[src/tmr_defs.vh]
`ifndef TMR_DEFS_VH
`define TMR_DEFS_VH

// ----------------------------------------------------------------
// Mode select field codes
// ----------------------------------------------------------------
`define TMR_MODE_TIMER     2'b00
`define TMR_MODE_RSVD      2'b01
`define TMR_MODE_DIVIDER   2'b10
`define TMR_MODE_PWM       2'b11

// ----------------------------------------------------------------
// Source clock select codes (prescale of the core clock; EXT takes the event pin in timer mode)
// ----------------------------------------------------------------
`define TMR_SRC_DIV2K      3'b000
`define TMR_SRC_DIV128     3'b001
`define TMR_SRC_DIV32      3'b010
`define TMR_SRC_DIV8       3'b011
`define TMR_SRC_DIV4       3'b100
`define TMR_SRC_DIV2       3'b101
`define TMR_SRC_DIV1       3'b110
`define TMR_SRC_EXT        3'b111

// ----------------------------------------------------------------
// Prescaler tap masks, low bits all ones marks a tick
// ----------------------------------------------------------------
`define TMR_PRE_W          11
`define TMR_MASK_DIV2K     11'h07FF
`define TMR_MASK_DIV128    11'h007F
`define TMR_MASK_DIV32     11'h001F
`define TMR_MASK_DIV8      11'h0007
`define TMR_MASK_DIV4      11'h0003
`define TMR_MASK_DIV2      11'h0001
`define TMR_MASK_DIV1      11'h0000

// ----------------------------------------------------------------
// Counter constants and reset values
// ----------------------------------------------------------------
`define TMR_CNT_ZERO       8'h00
`define TMR_CNT_ONE        8'h01
`define TMR_CNT_TOP        8'hFF
`define TMR_CMP_RESET      8'hFF
`define TMR_PIN_IDLE       1'b1

// ----------------------------------------------------------------
// Event pin minimum phase: 2^3 high frequency clock periods
// ----------------------------------------------------------------
`define TMR_EVT_MIN_FC     8

`endif

[src/tmr_sync.v]
`timescale 1ns/10ps

// ----------------------------------------------------------------
// Three-stage pin synchroniser with agreement filter and edges
// ----------------------------------------------------------------
module tmr_sync (
   input  wire core_clk_in,
   input  wire rst_n_in,
   input  wire clk_en_in,
   input  wire pin_in,
   output reg  level_out,
   output wire rise_out,
   output wire fall_out
);

   reg s1_q;
   reg s2_q;
   reg s3_q;
   reg prev_q;

   // Stage one is read only by stage two; level follows agreed stages
   always @(posedge core_clk_in or negedge rst_n_in) begin
      if (!rst_n_in) begin
         s1_q      <= 1'b0;
         s2_q      <= 1'b0;
         s3_q      <= 1'b0;
         level_out <= 1'b0;
         prev_q    <= 1'b0;
      end else if (clk_en_in) begin
         s1_q   <= pin_in;
         s2_q   <= s1_q;
         s3_q   <= s2_q;
         prev_q <= level_out;
         if (s2_q == s3_q) begin
            level_out <= s3_q;
         end
      end
   end

   // Edges come from the filtered level only
   assign rise_out = level_out & ~prev_q;
   assign fall_out = ~level_out & prev_q;

endmodule // tmr_sync

[src/tmr_prescale.v]
`timescale 1ns/10ps
`include "tmr_defs.vh"

// ----------------------------------------------------------------
// Free-running prescaler giving a one-cycle source tick
// ----------------------------------------------------------------
module tmr_prescale (
   input  wire       core_clk_in,
   input  wire       rst_n_in,
   input  wire       clk_en_in,
   input  wire [2:0] select_in,
   output wire       tick_out
);

   reg  [`TMR_PRE_W-1:0] div_q;
   wire [`TMR_PRE_W-1:0] mask;

   // Map a source code to the low bits that must all be ones
   function [`TMR_PRE_W-1:0] tap_mask;
      input [2:0] sel;
      begin
         case (sel)
            `TMR_SRC_DIV2K:  tap_mask = `TMR_MASK_DIV2K;
            `TMR_SRC_DIV128: tap_mask = `TMR_MASK_DIV128;
            `TMR_SRC_DIV32:  tap_mask = `TMR_MASK_DIV32;
            `TMR_SRC_DIV8:   tap_mask = `TMR_MASK_DIV8;
            `TMR_SRC_DIV4:   tap_mask = `TMR_MASK_DIV4;
            `TMR_SRC_DIV2:   tap_mask = `TMR_MASK_DIV2;
            default:         tap_mask = `TMR_MASK_DIV1;
         endcase
      end
   endfunction

   assign mask = tap_mask(select_in);

   // Free running so changing the divisor never needs a restart
   always @(posedge core_clk_in or negedge rst_n_in) begin
      if (!rst_n_in) begin
         div_q <= {`TMR_PRE_W{1'b0}};
      end else if (clk_en_in) begin
         div_q <= div_q + {{(`TMR_PRE_W-1){1'b0}}, 1'b1};
      end
   end

   assign tick_out = clk_en_in && ((div_q & mask) == mask);

endmodule // tmr_prescale

[src/tmr_top.v]
`timescale 1ns/10ps
`include "tmr_defs.vh"

module tmr_top #(
   parameter CNT_W = 8
) (
   input  wire             core_clk_in,
   input  wire             reset_n_in,
   input  wire             clk_en_in,
   input  wire             run_control_in,
   input  wire [1:0]       mode_select_in,
   input  wire [2:0]       source_clock_select_in,
   input  wire [CNT_W-1:0] compare_value_in,
   input  wire             compare_write_in,
   input  wire             low_speed_mode_in,
   input  wire             stop_mode_in,
   input  wire             event_input_pin_in,
   output reg              match_interrupt_out,
   output reg              divider_output_pin_out,
   output reg              pwm_output_pin_out,
   output reg  [CNT_W-1:0] counter_out,
   output reg              run_control_out,
   output reg  [CNT_W-1:0] pwm_compare_out
);

   // ----------------------------------------------------------------
   // Reset release
   // ----------------------------------------------------------------
   reg rst_meta_q;
   reg rst_n_q;

   // Assert at once, release two clocks later so all flops leave together
   always @(posedge core_clk_in or negedge reset_n_in) begin
      if (!reset_n_in) begin
         rst_meta_q <= 1'b0;
         rst_n_q    <= 1'b0;
      end else begin
         rst_meta_q <= 1'b1;
         rst_n_q    <= rst_meta_q;
      end
   end

   // ----------------------------------------------------------------
   // Event pin conditioning and source tick
   // ----------------------------------------------------------------
   wire evt_level;
   wire evt_rise;
   wire evt_fall;
   wire src_tick;

   // Three flops and an agreement check give clean edges
   tmr_sync u_sync (
      .core_clk_in (core_clk_in),
      .rst_n_in    (rst_n_q),
      .clk_en_in   (clk_en_in),
      .pin_in      (event_input_pin_in),
      .level_out   (evt_level),
      .rise_out    (evt_rise),
      .fall_out    (evt_fall)
   );

   // Internal source clock as a one-cycle enable
   tmr_prescale u_pre (
      .core_clk_in (core_clk_in),
      .rst_n_in    (rst_n_q),
      .clk_en_in   (clk_en_in),
      .select_in   (source_clock_select_in),
      .tick_out    (src_tick)
   );

   // ----------------------------------------------------------------
   // Run control
   // ----------------------------------------------------------------
   reg run_req_q;
   reg stop_q;
   wire run_rise;
   wire stop_entry;

   assign run_rise   = run_control_in & ~run_req_q;
   assign stop_entry = stop_mode_in & ~stop_q;

   // Start on the request edge; stop entry wins over a start
   always @(posedge core_clk_in or negedge rst_n_q) begin
      if (!rst_n_q) begin
         run_req_q       <= 1'b0;
         stop_q          <= 1'b0;
         run_control_out <= 1'b0;
      end else if (clk_en_in) begin
         run_req_q <= run_control_in;
         stop_q    <= stop_mode_in;
         if (stop_entry) begin
            run_control_out <= 1'b0;
         end else if (run_rise) begin
            run_control_out <= 1'b1;
         end else if (!run_control_in) begin
            run_control_out <= 1'b0;
         end
      end
   end

   // ----------------------------------------------------------------
   // Mode decode
   // ----------------------------------------------------------------
   wire is_timer;
   wire is_div;
   wire is_pwm;
   wire ext_src;
   wire evt_mode;
   wire pwm_ok;
   wire evt_ok;

   assign is_timer = (mode_select_in == `TMR_MODE_TIMER);
   assign is_div   = (mode_select_in == `TMR_MODE_DIVIDER);
   assign is_pwm   = (mode_select_in == `TMR_MODE_PWM);
   assign ext_src  = (source_clock_select_in == `TMR_SRC_EXT);
   assign evt_mode = is_timer & ext_src;

   // Low speed mode alone cuts off event pin counting and the PWM output
   assign evt_ok = ~low_speed_mode_in;
   assign pwm_ok = ~low_speed_mode_in;

   // ----------------------------------------------------------------
   // Counter, match and outputs
   // ----------------------------------------------------------------
   reg  [CNT_W-1:0] cnt_d;
   reg  [CNT_W-1:0] shadow_q;
   reg  [CNT_W-1:0] shadow_d;
   reg  [CNT_W-1:0] act_d;
   reg              irq_d;
   reg              div_d;
   reg              pwm_d;
   wire [CNT_W-1:0] cnt_inc;
   wire             cnt_top;
   wire             running;

   assign cnt_inc = counter_out + {{(CNT_W-1){1'b0}}, 1'b1};
   assign cnt_top = (counter_out == {CNT_W{1'b1}});
   assign running = run_control_out;

   // Shadow stage catches software writes at any time
   always @* begin
      shadow_d = shadow_q;
      if (compare_write_in) begin
         shadow_d = compare_value_in;
      end
   end

   // Next-state logic for all modes; reserved mode stays idle
   always @* begin
      cnt_d = counter_out;
      act_d = pwm_compare_out;
      irq_d = 1'b0;
      div_d = divider_output_pin_out;
      pwm_d = pwm_output_pin_out;
      if (!running) begin
         // Stopped: counter clear, pins parked high
         cnt_d = {CNT_W{1'b0}};
         div_d = `TMR_PIN_IDLE;
         pwm_d = `TMR_PIN_IDLE;
         if (run_rise && !stop_entry) begin
            act_d = shadow_d;
         end
      end else if (evt_mode) begin
         if (evt_ok) begin
            // Count on rising edge, judge the match on the falling one
            if (evt_rise) begin
               cnt_d = cnt_inc;
            end else if (evt_fall && counter_out == compare_value_in) begin
               irq_d = 1'b1;
               cnt_d = {CNT_W{1'b0}};
            end
         end
      end else if (is_timer) begin
         if (src_tick) begin
            if (cnt_inc == compare_value_in) begin
               irq_d = 1'b1;
               cnt_d = {CNT_W{1'b0}};
            end else begin
               cnt_d = cnt_inc;
            end
         end
      end else if (is_div) begin
         // Equal half periods: one compare span per level
         if (src_tick) begin
            if (cnt_inc == compare_value_in) begin
               div_d = ~divider_output_pin_out;
               irq_d = 1'b1;
               cnt_d = {CNT_W{1'b0}};
            end else begin
               cnt_d = cnt_inc;
            end
         end
      end else if (is_pwm) begin
         if (!pwm_ok) begin
            pwm_d = `TMR_PIN_IDLE;
         end else if (src_tick) begin
            // Full eight-bit wrap per period, never cleared by match
            cnt_d = cnt_inc;
            if (cnt_top) begin
               pwm_d = 1'b1;
               irq_d = 1'b1;
               act_d = shadow_d;
            end else if (cnt_inc == pwm_compare_out) begin
               pwm_d = 1'b0;
            end
         end
      end
   end

   // State registers, all frozen while the clock enable is low
   always @(posedge core_clk_in or negedge rst_n_q) begin
      if (!rst_n_q) begin
         counter_out            <= `TMR_CNT_ZERO;
         shadow_q               <= `TMR_CMP_RESET;
         pwm_compare_out        <= `TMR_CMP_RESET;
         match_interrupt_out    <= 1'b0;
         divider_output_pin_out <= `TMR_PIN_IDLE;
         pwm_output_pin_out     <= `TMR_PIN_IDLE;
      end else if (clk_en_in) begin
         counter_out            <= cnt_d;
         shadow_q               <= shadow_d;
         pwm_compare_out        <= act_d;
         match_interrupt_out    <= irq_d;
         divider_output_pin_out <= div_d;
         pwm_output_pin_out     <= pwm_d;
      end
   end

endmodule // tmr_top

[config.mk]
export PLATFORM = sky130hd
export DESIGN_NAME = tmr_top
export DESIGN_NICKNAME = d
export VERILOG_FILES = /design/src/tmr_sync.v /design/src/tmr_prescale.v /design/src/tmr_top.v
export VERILOG_INCLUDE_DIRS = /design/src
export SDC_FILE = /design/constraint.sdc
export NUM_CORES = 1
export LEC_CHECK = 0
export ABC_AREA = 1
export BUFFER_PORTS_ARGS = -buffer_cell sky130_fd_sc_hd__buf_2
export CAP_MARGIN = 10
export CELL_PAD_IN_SITES_DETAIL_PLACEMENT = 0
export CELL_PAD_IN_SITES_GLOBAL_PLACEMENT = 1
export CORE_ASPECT_RATIO = 1.75
export CORE_UTILIZATION = 42
export CTS_CLUSTER_DIAMETER = 200
export CTS_CLUSTER_SIZE = 40
export DETAILED_ROUTE_END_ITERATION = 16
export PLACE_DENSITY_LB_ADDON = 0.1
export SLEW_MARGIN = 20
export SYNTH_ARGS = -nofsm -noshare
export SYNTH_HDL_FRONTEND = slang
export SYNTH_SLANG_ARGS = --single-unit
[constraint.sdc]
create_clock -name core_clk_in -period 1.55 [get_ports core_clk_in]
set_input_delay 0.155 -clock core_clk_in [delete_from_list [all_inputs] [get_ports core_clk_in]]
set_output_delay 0.155 -clock core_clk_in [all_outputs]
set_load 0.01 [all_outputs]
==> metrics.yaml <==
cp-endpoint: "divider_output_pin_out"
viasPerCell: 4.936
r2r_slack_ns: -0.29
worst-path-buf-inv: 1
cpLargestDelayFamily: "simple AND/OR/NAND/NOR gates"
worstRegToRegCells: 12
yosys.area_share.adder: 0.008227
clkLatencyLatePin_ns: 0.29
sequentialPowerShare: 0.373
critPathCaptureType: "flip-flop"
synth-simple-area-share: 0.2879
portBuffers: 40
grt_start_max_net_pins: 26
sw_frac_of_total: 0.3460
netlist_area_um2: 3042
regArea_um2: 1229
drtIter0Drc: 97
synth_compound_area_frac: 0.1283
hpwl_um: 7061
worstPathCellList: "ha_4, xnor2_2, nand2_1, nor2_1, nand3_1, nor2_2, nand2_2, buf_4, o21ai_4, nand2_1, nand2_1, nand2_1"
worstReg2RegEnd: "divider_output_pin_out"
firstDrtPassIters: 4
path_class: "flip-flop to flip-flop"
crit_path_start: "counter_out[0]"
finalClockSkew_ns: 0.004477
synth.distinct_cells: 36
root_buffer: "clkbuf_16"
required_ns: 1.78
cts.sinks: 48
setup_slack_ns: -0.2942
post-route-period-util: 1.190
htreeDepth: 2
cp_num_cells: 12
drv_slew: 0
violations: "setup timing"
syn_to_final_growth_pct: 44.67
drt-total-wl_um: 9047
synthCells: 431
start_kind: "flip-flop"
ant_nets: 0
min_path_type: "primary input to flip-flop"
drc: 0
nets: 577
die_w_um: 66.33
synthXorXnorAreaFrac: 0.06335
peakVddDrop_v: 0.0005745
p_int_mw: 3.153
synth_area_leaders: "dfrtp_1, nand2_1, dfstp_2"
synth.avg_cell_area_um2: 7.057
synth.area.mux_share: 0
rr_startpoint: "counter_out[0]"
syn-num-nets: 454
yosysWarningCount: 0
ys_ff_latch: 48
ioPinCount: 41
rsz0062_at_grt: "true"
power_frac_comb: 0.391
grt_pass1_wl_um: 14130
grt_util_met3: 0.03486
ys.flop_type: "dfrtp_1"
synthArstFlopShare: 1.000
cts_buffers: 5
setup_viol: 19
status: "finished with violations"
power.switching_mw: 1.668
crit_fanout: 3
tns_ns: -4.034
crit_arrival_ns: 2.08
synth_top_area_frac: 0.2468
grtUsageTotal: 0.2529
fill_cells: 671
vias: 3154
place_inst: 626
max_freq_mhz: 542.2
initial_utilization: 0.4372
synth_top_family_by_area: "simple AND/OR/NAND/NOR gates"
grt_pass1_vias: 3006
cts_tree: "built"
pre_cts_slack_ns: -0.3100
multi_input_area_um2: 1735
num_rows: 40
instances_no_fill: 639
drv_cap: 0
die_h_um: 114.6
cp_common_cell: "nand2_1"
antenna_found_initial: 0
core_area_um2: 6957
slowest_stage: "dfrtp_2"
clkTransAtPathRegs_ns: 0.07
power_density_nw_per_um2: 1096
synth_edf_count: 0
power_mw: 4.821
ys_seq_area_frac: 0.4023
routabilityCongestion: 0.9266
crit_path_max_incr_delay_ns: 0.45
diodes: 0
finalHoldViolCount: 0
overflow: 0
die_area_um2: 7600
use_met1: 0.2649
p_leak_nw: 2.360
busiest_layer: "met2"
grt_use_met2: 0.4823
wl_per_cell_um: 14.16
period_minus_slack_ns: 1.844
synth.largest_area_cell: "dfrtp_1"
drive_gt1_frac: 0.3838
p_clk_frac: 0.235
clock_path_buffers: 2
==> worst register-to-register path: stages, from the launching register on <==
cell and delay (ns):
dfrtp_2 0.45, ha_4 0.29, xnor2_2 0.11, nand2_1 0.07, nor2_1 0.09, nand3_1 0.09
nor2_2 0.17, nand2_2 0.09, buf_4 0.15, o21ai_4 0.12, nand2_1 0.07, nand2_1 0.05
nand2_1 0.04
==> registers in the layout, indices dropped and copies added, names as in the netlist <==
| signal | count |
|---|---|
| u_pre.div_q | 11 |
| run_control_out | 1 |
| u_sync.level_out | 1 |
| rst_n_q | 1 |
| run_req_q | 1 |
| pwm_output_pin_out | 1 |
| u_sync.prev_q | 1 |
| pwm_compare_out | 8 |
| counter_out | 8 |
| u_sync.s2_q | 1 |
| match_interrupt_out | 1 |
| stop_q | 1 |
| divider_output_pin_out | 1 |
| rst_meta_q | 1 |
| u_sync.s1_q | 1 |
| shadow_q | 8 |
| u_sync.s3_q | 1 |
==> repair_timing <==
item                                    in CTS  in global routing
hold buffers                                 1                  0
buffers inserted                             1                  2
endpoints found under the setup margin      21                 23
pin swaps                                   10                 15
cloned                                       0                  1
resized for setup                           15                 60
hold endpoints to repair                     2                  0
==> kinds of logic after synthesis <==
| logic type | count (synthesis) |
|---|---|
| other | 1 |
| XOR/XNOR | 22 |
| buffers and inverters | 77 |
| AO/OA/AOI/OAI | 72 |
| AND/OR/NAND/NOR | 209 |
| adder cells (fa/ha/maj) | 2 |
| flip-flops | 48 |
==> Yosys cell counts (2+ instances only) <==
| library cell | instances |
|---|---|
| clkbuf_1 | 5 |
| xnor2_1 | 8 |
| buf_4 | 2 |
| o21ai_0 | 47 |
| o21bai_1 | 2 |
| dfstp_2 | 18 |
| dfrtp_1 | 30 |
| a21oi_1 | 13 |
| xor2_1 | 14 |
| ha_1 | 2 |
| nor3_1 | 6 |
| inv_1 | 62 |
| o211ai_1 | 2 |
| inv_2 | 2 |
| o22ai_1 | 2 |
| nand3_1 | 23 |
| nand3_2 | 2 |
| nor2_1 | 23 |
| nand2_2 | 4 |
| nand4_1 | 2 |
| buf_6 | 2 |
| nand2_1 | 146 |
==> cell type report <==
type                       count  area share
clock inverter                 1    0.001990
multi-input combinational    306      0.3944
tap                           84     0.02388
clock buffer                   7     0.03241
timing repair buffer         125      0.2039
timing repair inverter         1    0.002559
sequential                    48      0.2792
inverter                      67     0.06170
==> metrics by stage <==
stage / utilization / hold WS, ns / area (um2)
finish: 0.6326 / 0.07133 / 4400
global route: 0.6326 / 0.1085 / 4400
CTS: 0.6005 / 0.07353 / 4178
detailed placement: 0.5680 / -0.05570 / 3951
global placement: 0.5680 / -0.05809 / 3951
floorplan: - / -0.1406 / 3069
==> power by group through the flow <==
| stage | Sequential (mW) | Clock [mW] | Combinational (mW) |
|---|---|---|---|
| after floorplan | 1.87 | 0 | 0.748 |
| after global placement | 1.80 | 0 | 1.62 |
| after detailed placement | 1.82 | 0 | 1.65 |
| after CTS | 1.80 | 1.16 | 1.69 |
| after global routing | 1.84 | 1.19 | 2.07 |
| final | 1.80 | 1.14 | 1.89 |
==> routing by layer <==
layer | vias to the layer above | share of wire
li1 | 1605 | -
met1 | 1463 | 0.36
met2 | 70 | 0.57
met3 | 16 | 0.037
met4 | 0 | 0.029
met5 | - | 0
==> layout by cell type (no fill, tap or decap), types with 3 or more instances in the layout <==
| cell type | Yosys | final |
|---|---|---|
| nand2_1 | 146 | 126 |
| buf_4 | 2 | 76 |
| inv_1 | 62 | 61 |
| buf_2 | 0 | 40 |
| o21ai_0 | 47 | 37 |
| dfrtp_1 | 30 | 26 |
| nand3_1 | 23 | 21 |
| nor2_1 | 23 | 18 |
| dfstp_2 | 18 | 18 |
| nand2_2 | 4 | 15 |
| xor2_1 | 14 | 14 |
| a21oi_1 | 13 | 12 |
| nand2_4 | 0 | 9 |
| xnor2_1 | 8 | 6 |
| o21ai_2 | 1 | 6 |
| o21ai_1 | 1 | 5 |
| clkbuf_16 | 0 | 5 |
| buf_6 | 2 | 5 |
| dfrtp_2 | 0 | 4 |
| nor3_2 | 1 | 3 |
| nor2_2 | 0 | 3 |
| inv_2 | 2 | 3 |
| nand3_2 | 2 | 3 |
| nor3_1 | 6 | 3 |
| buf_12 | 0 | 3 |
==> how the worst min path moves through the flow <==
stage	end	startpoint	slack (ns)	cells after the start
6_report	u_sync.s1_q	event_input_pin_in	0.07	3
5_1_grt	u_sync.s1_q	event_input_pin_in	0.11	3
4_1_cts	u_sync.s1_q	event_input_pin_in	0.07	3
3_5_place_dp	rst_meta_q	reset_n_in	-0.06	1
3_3_place_gp	rst_meta_q	reset_n_in	-0.06	1
2_1_floorplan	rst_meta_q	reset_n_in	-0.14	0
Note: power is estimated with default switching activity, not from simulation.
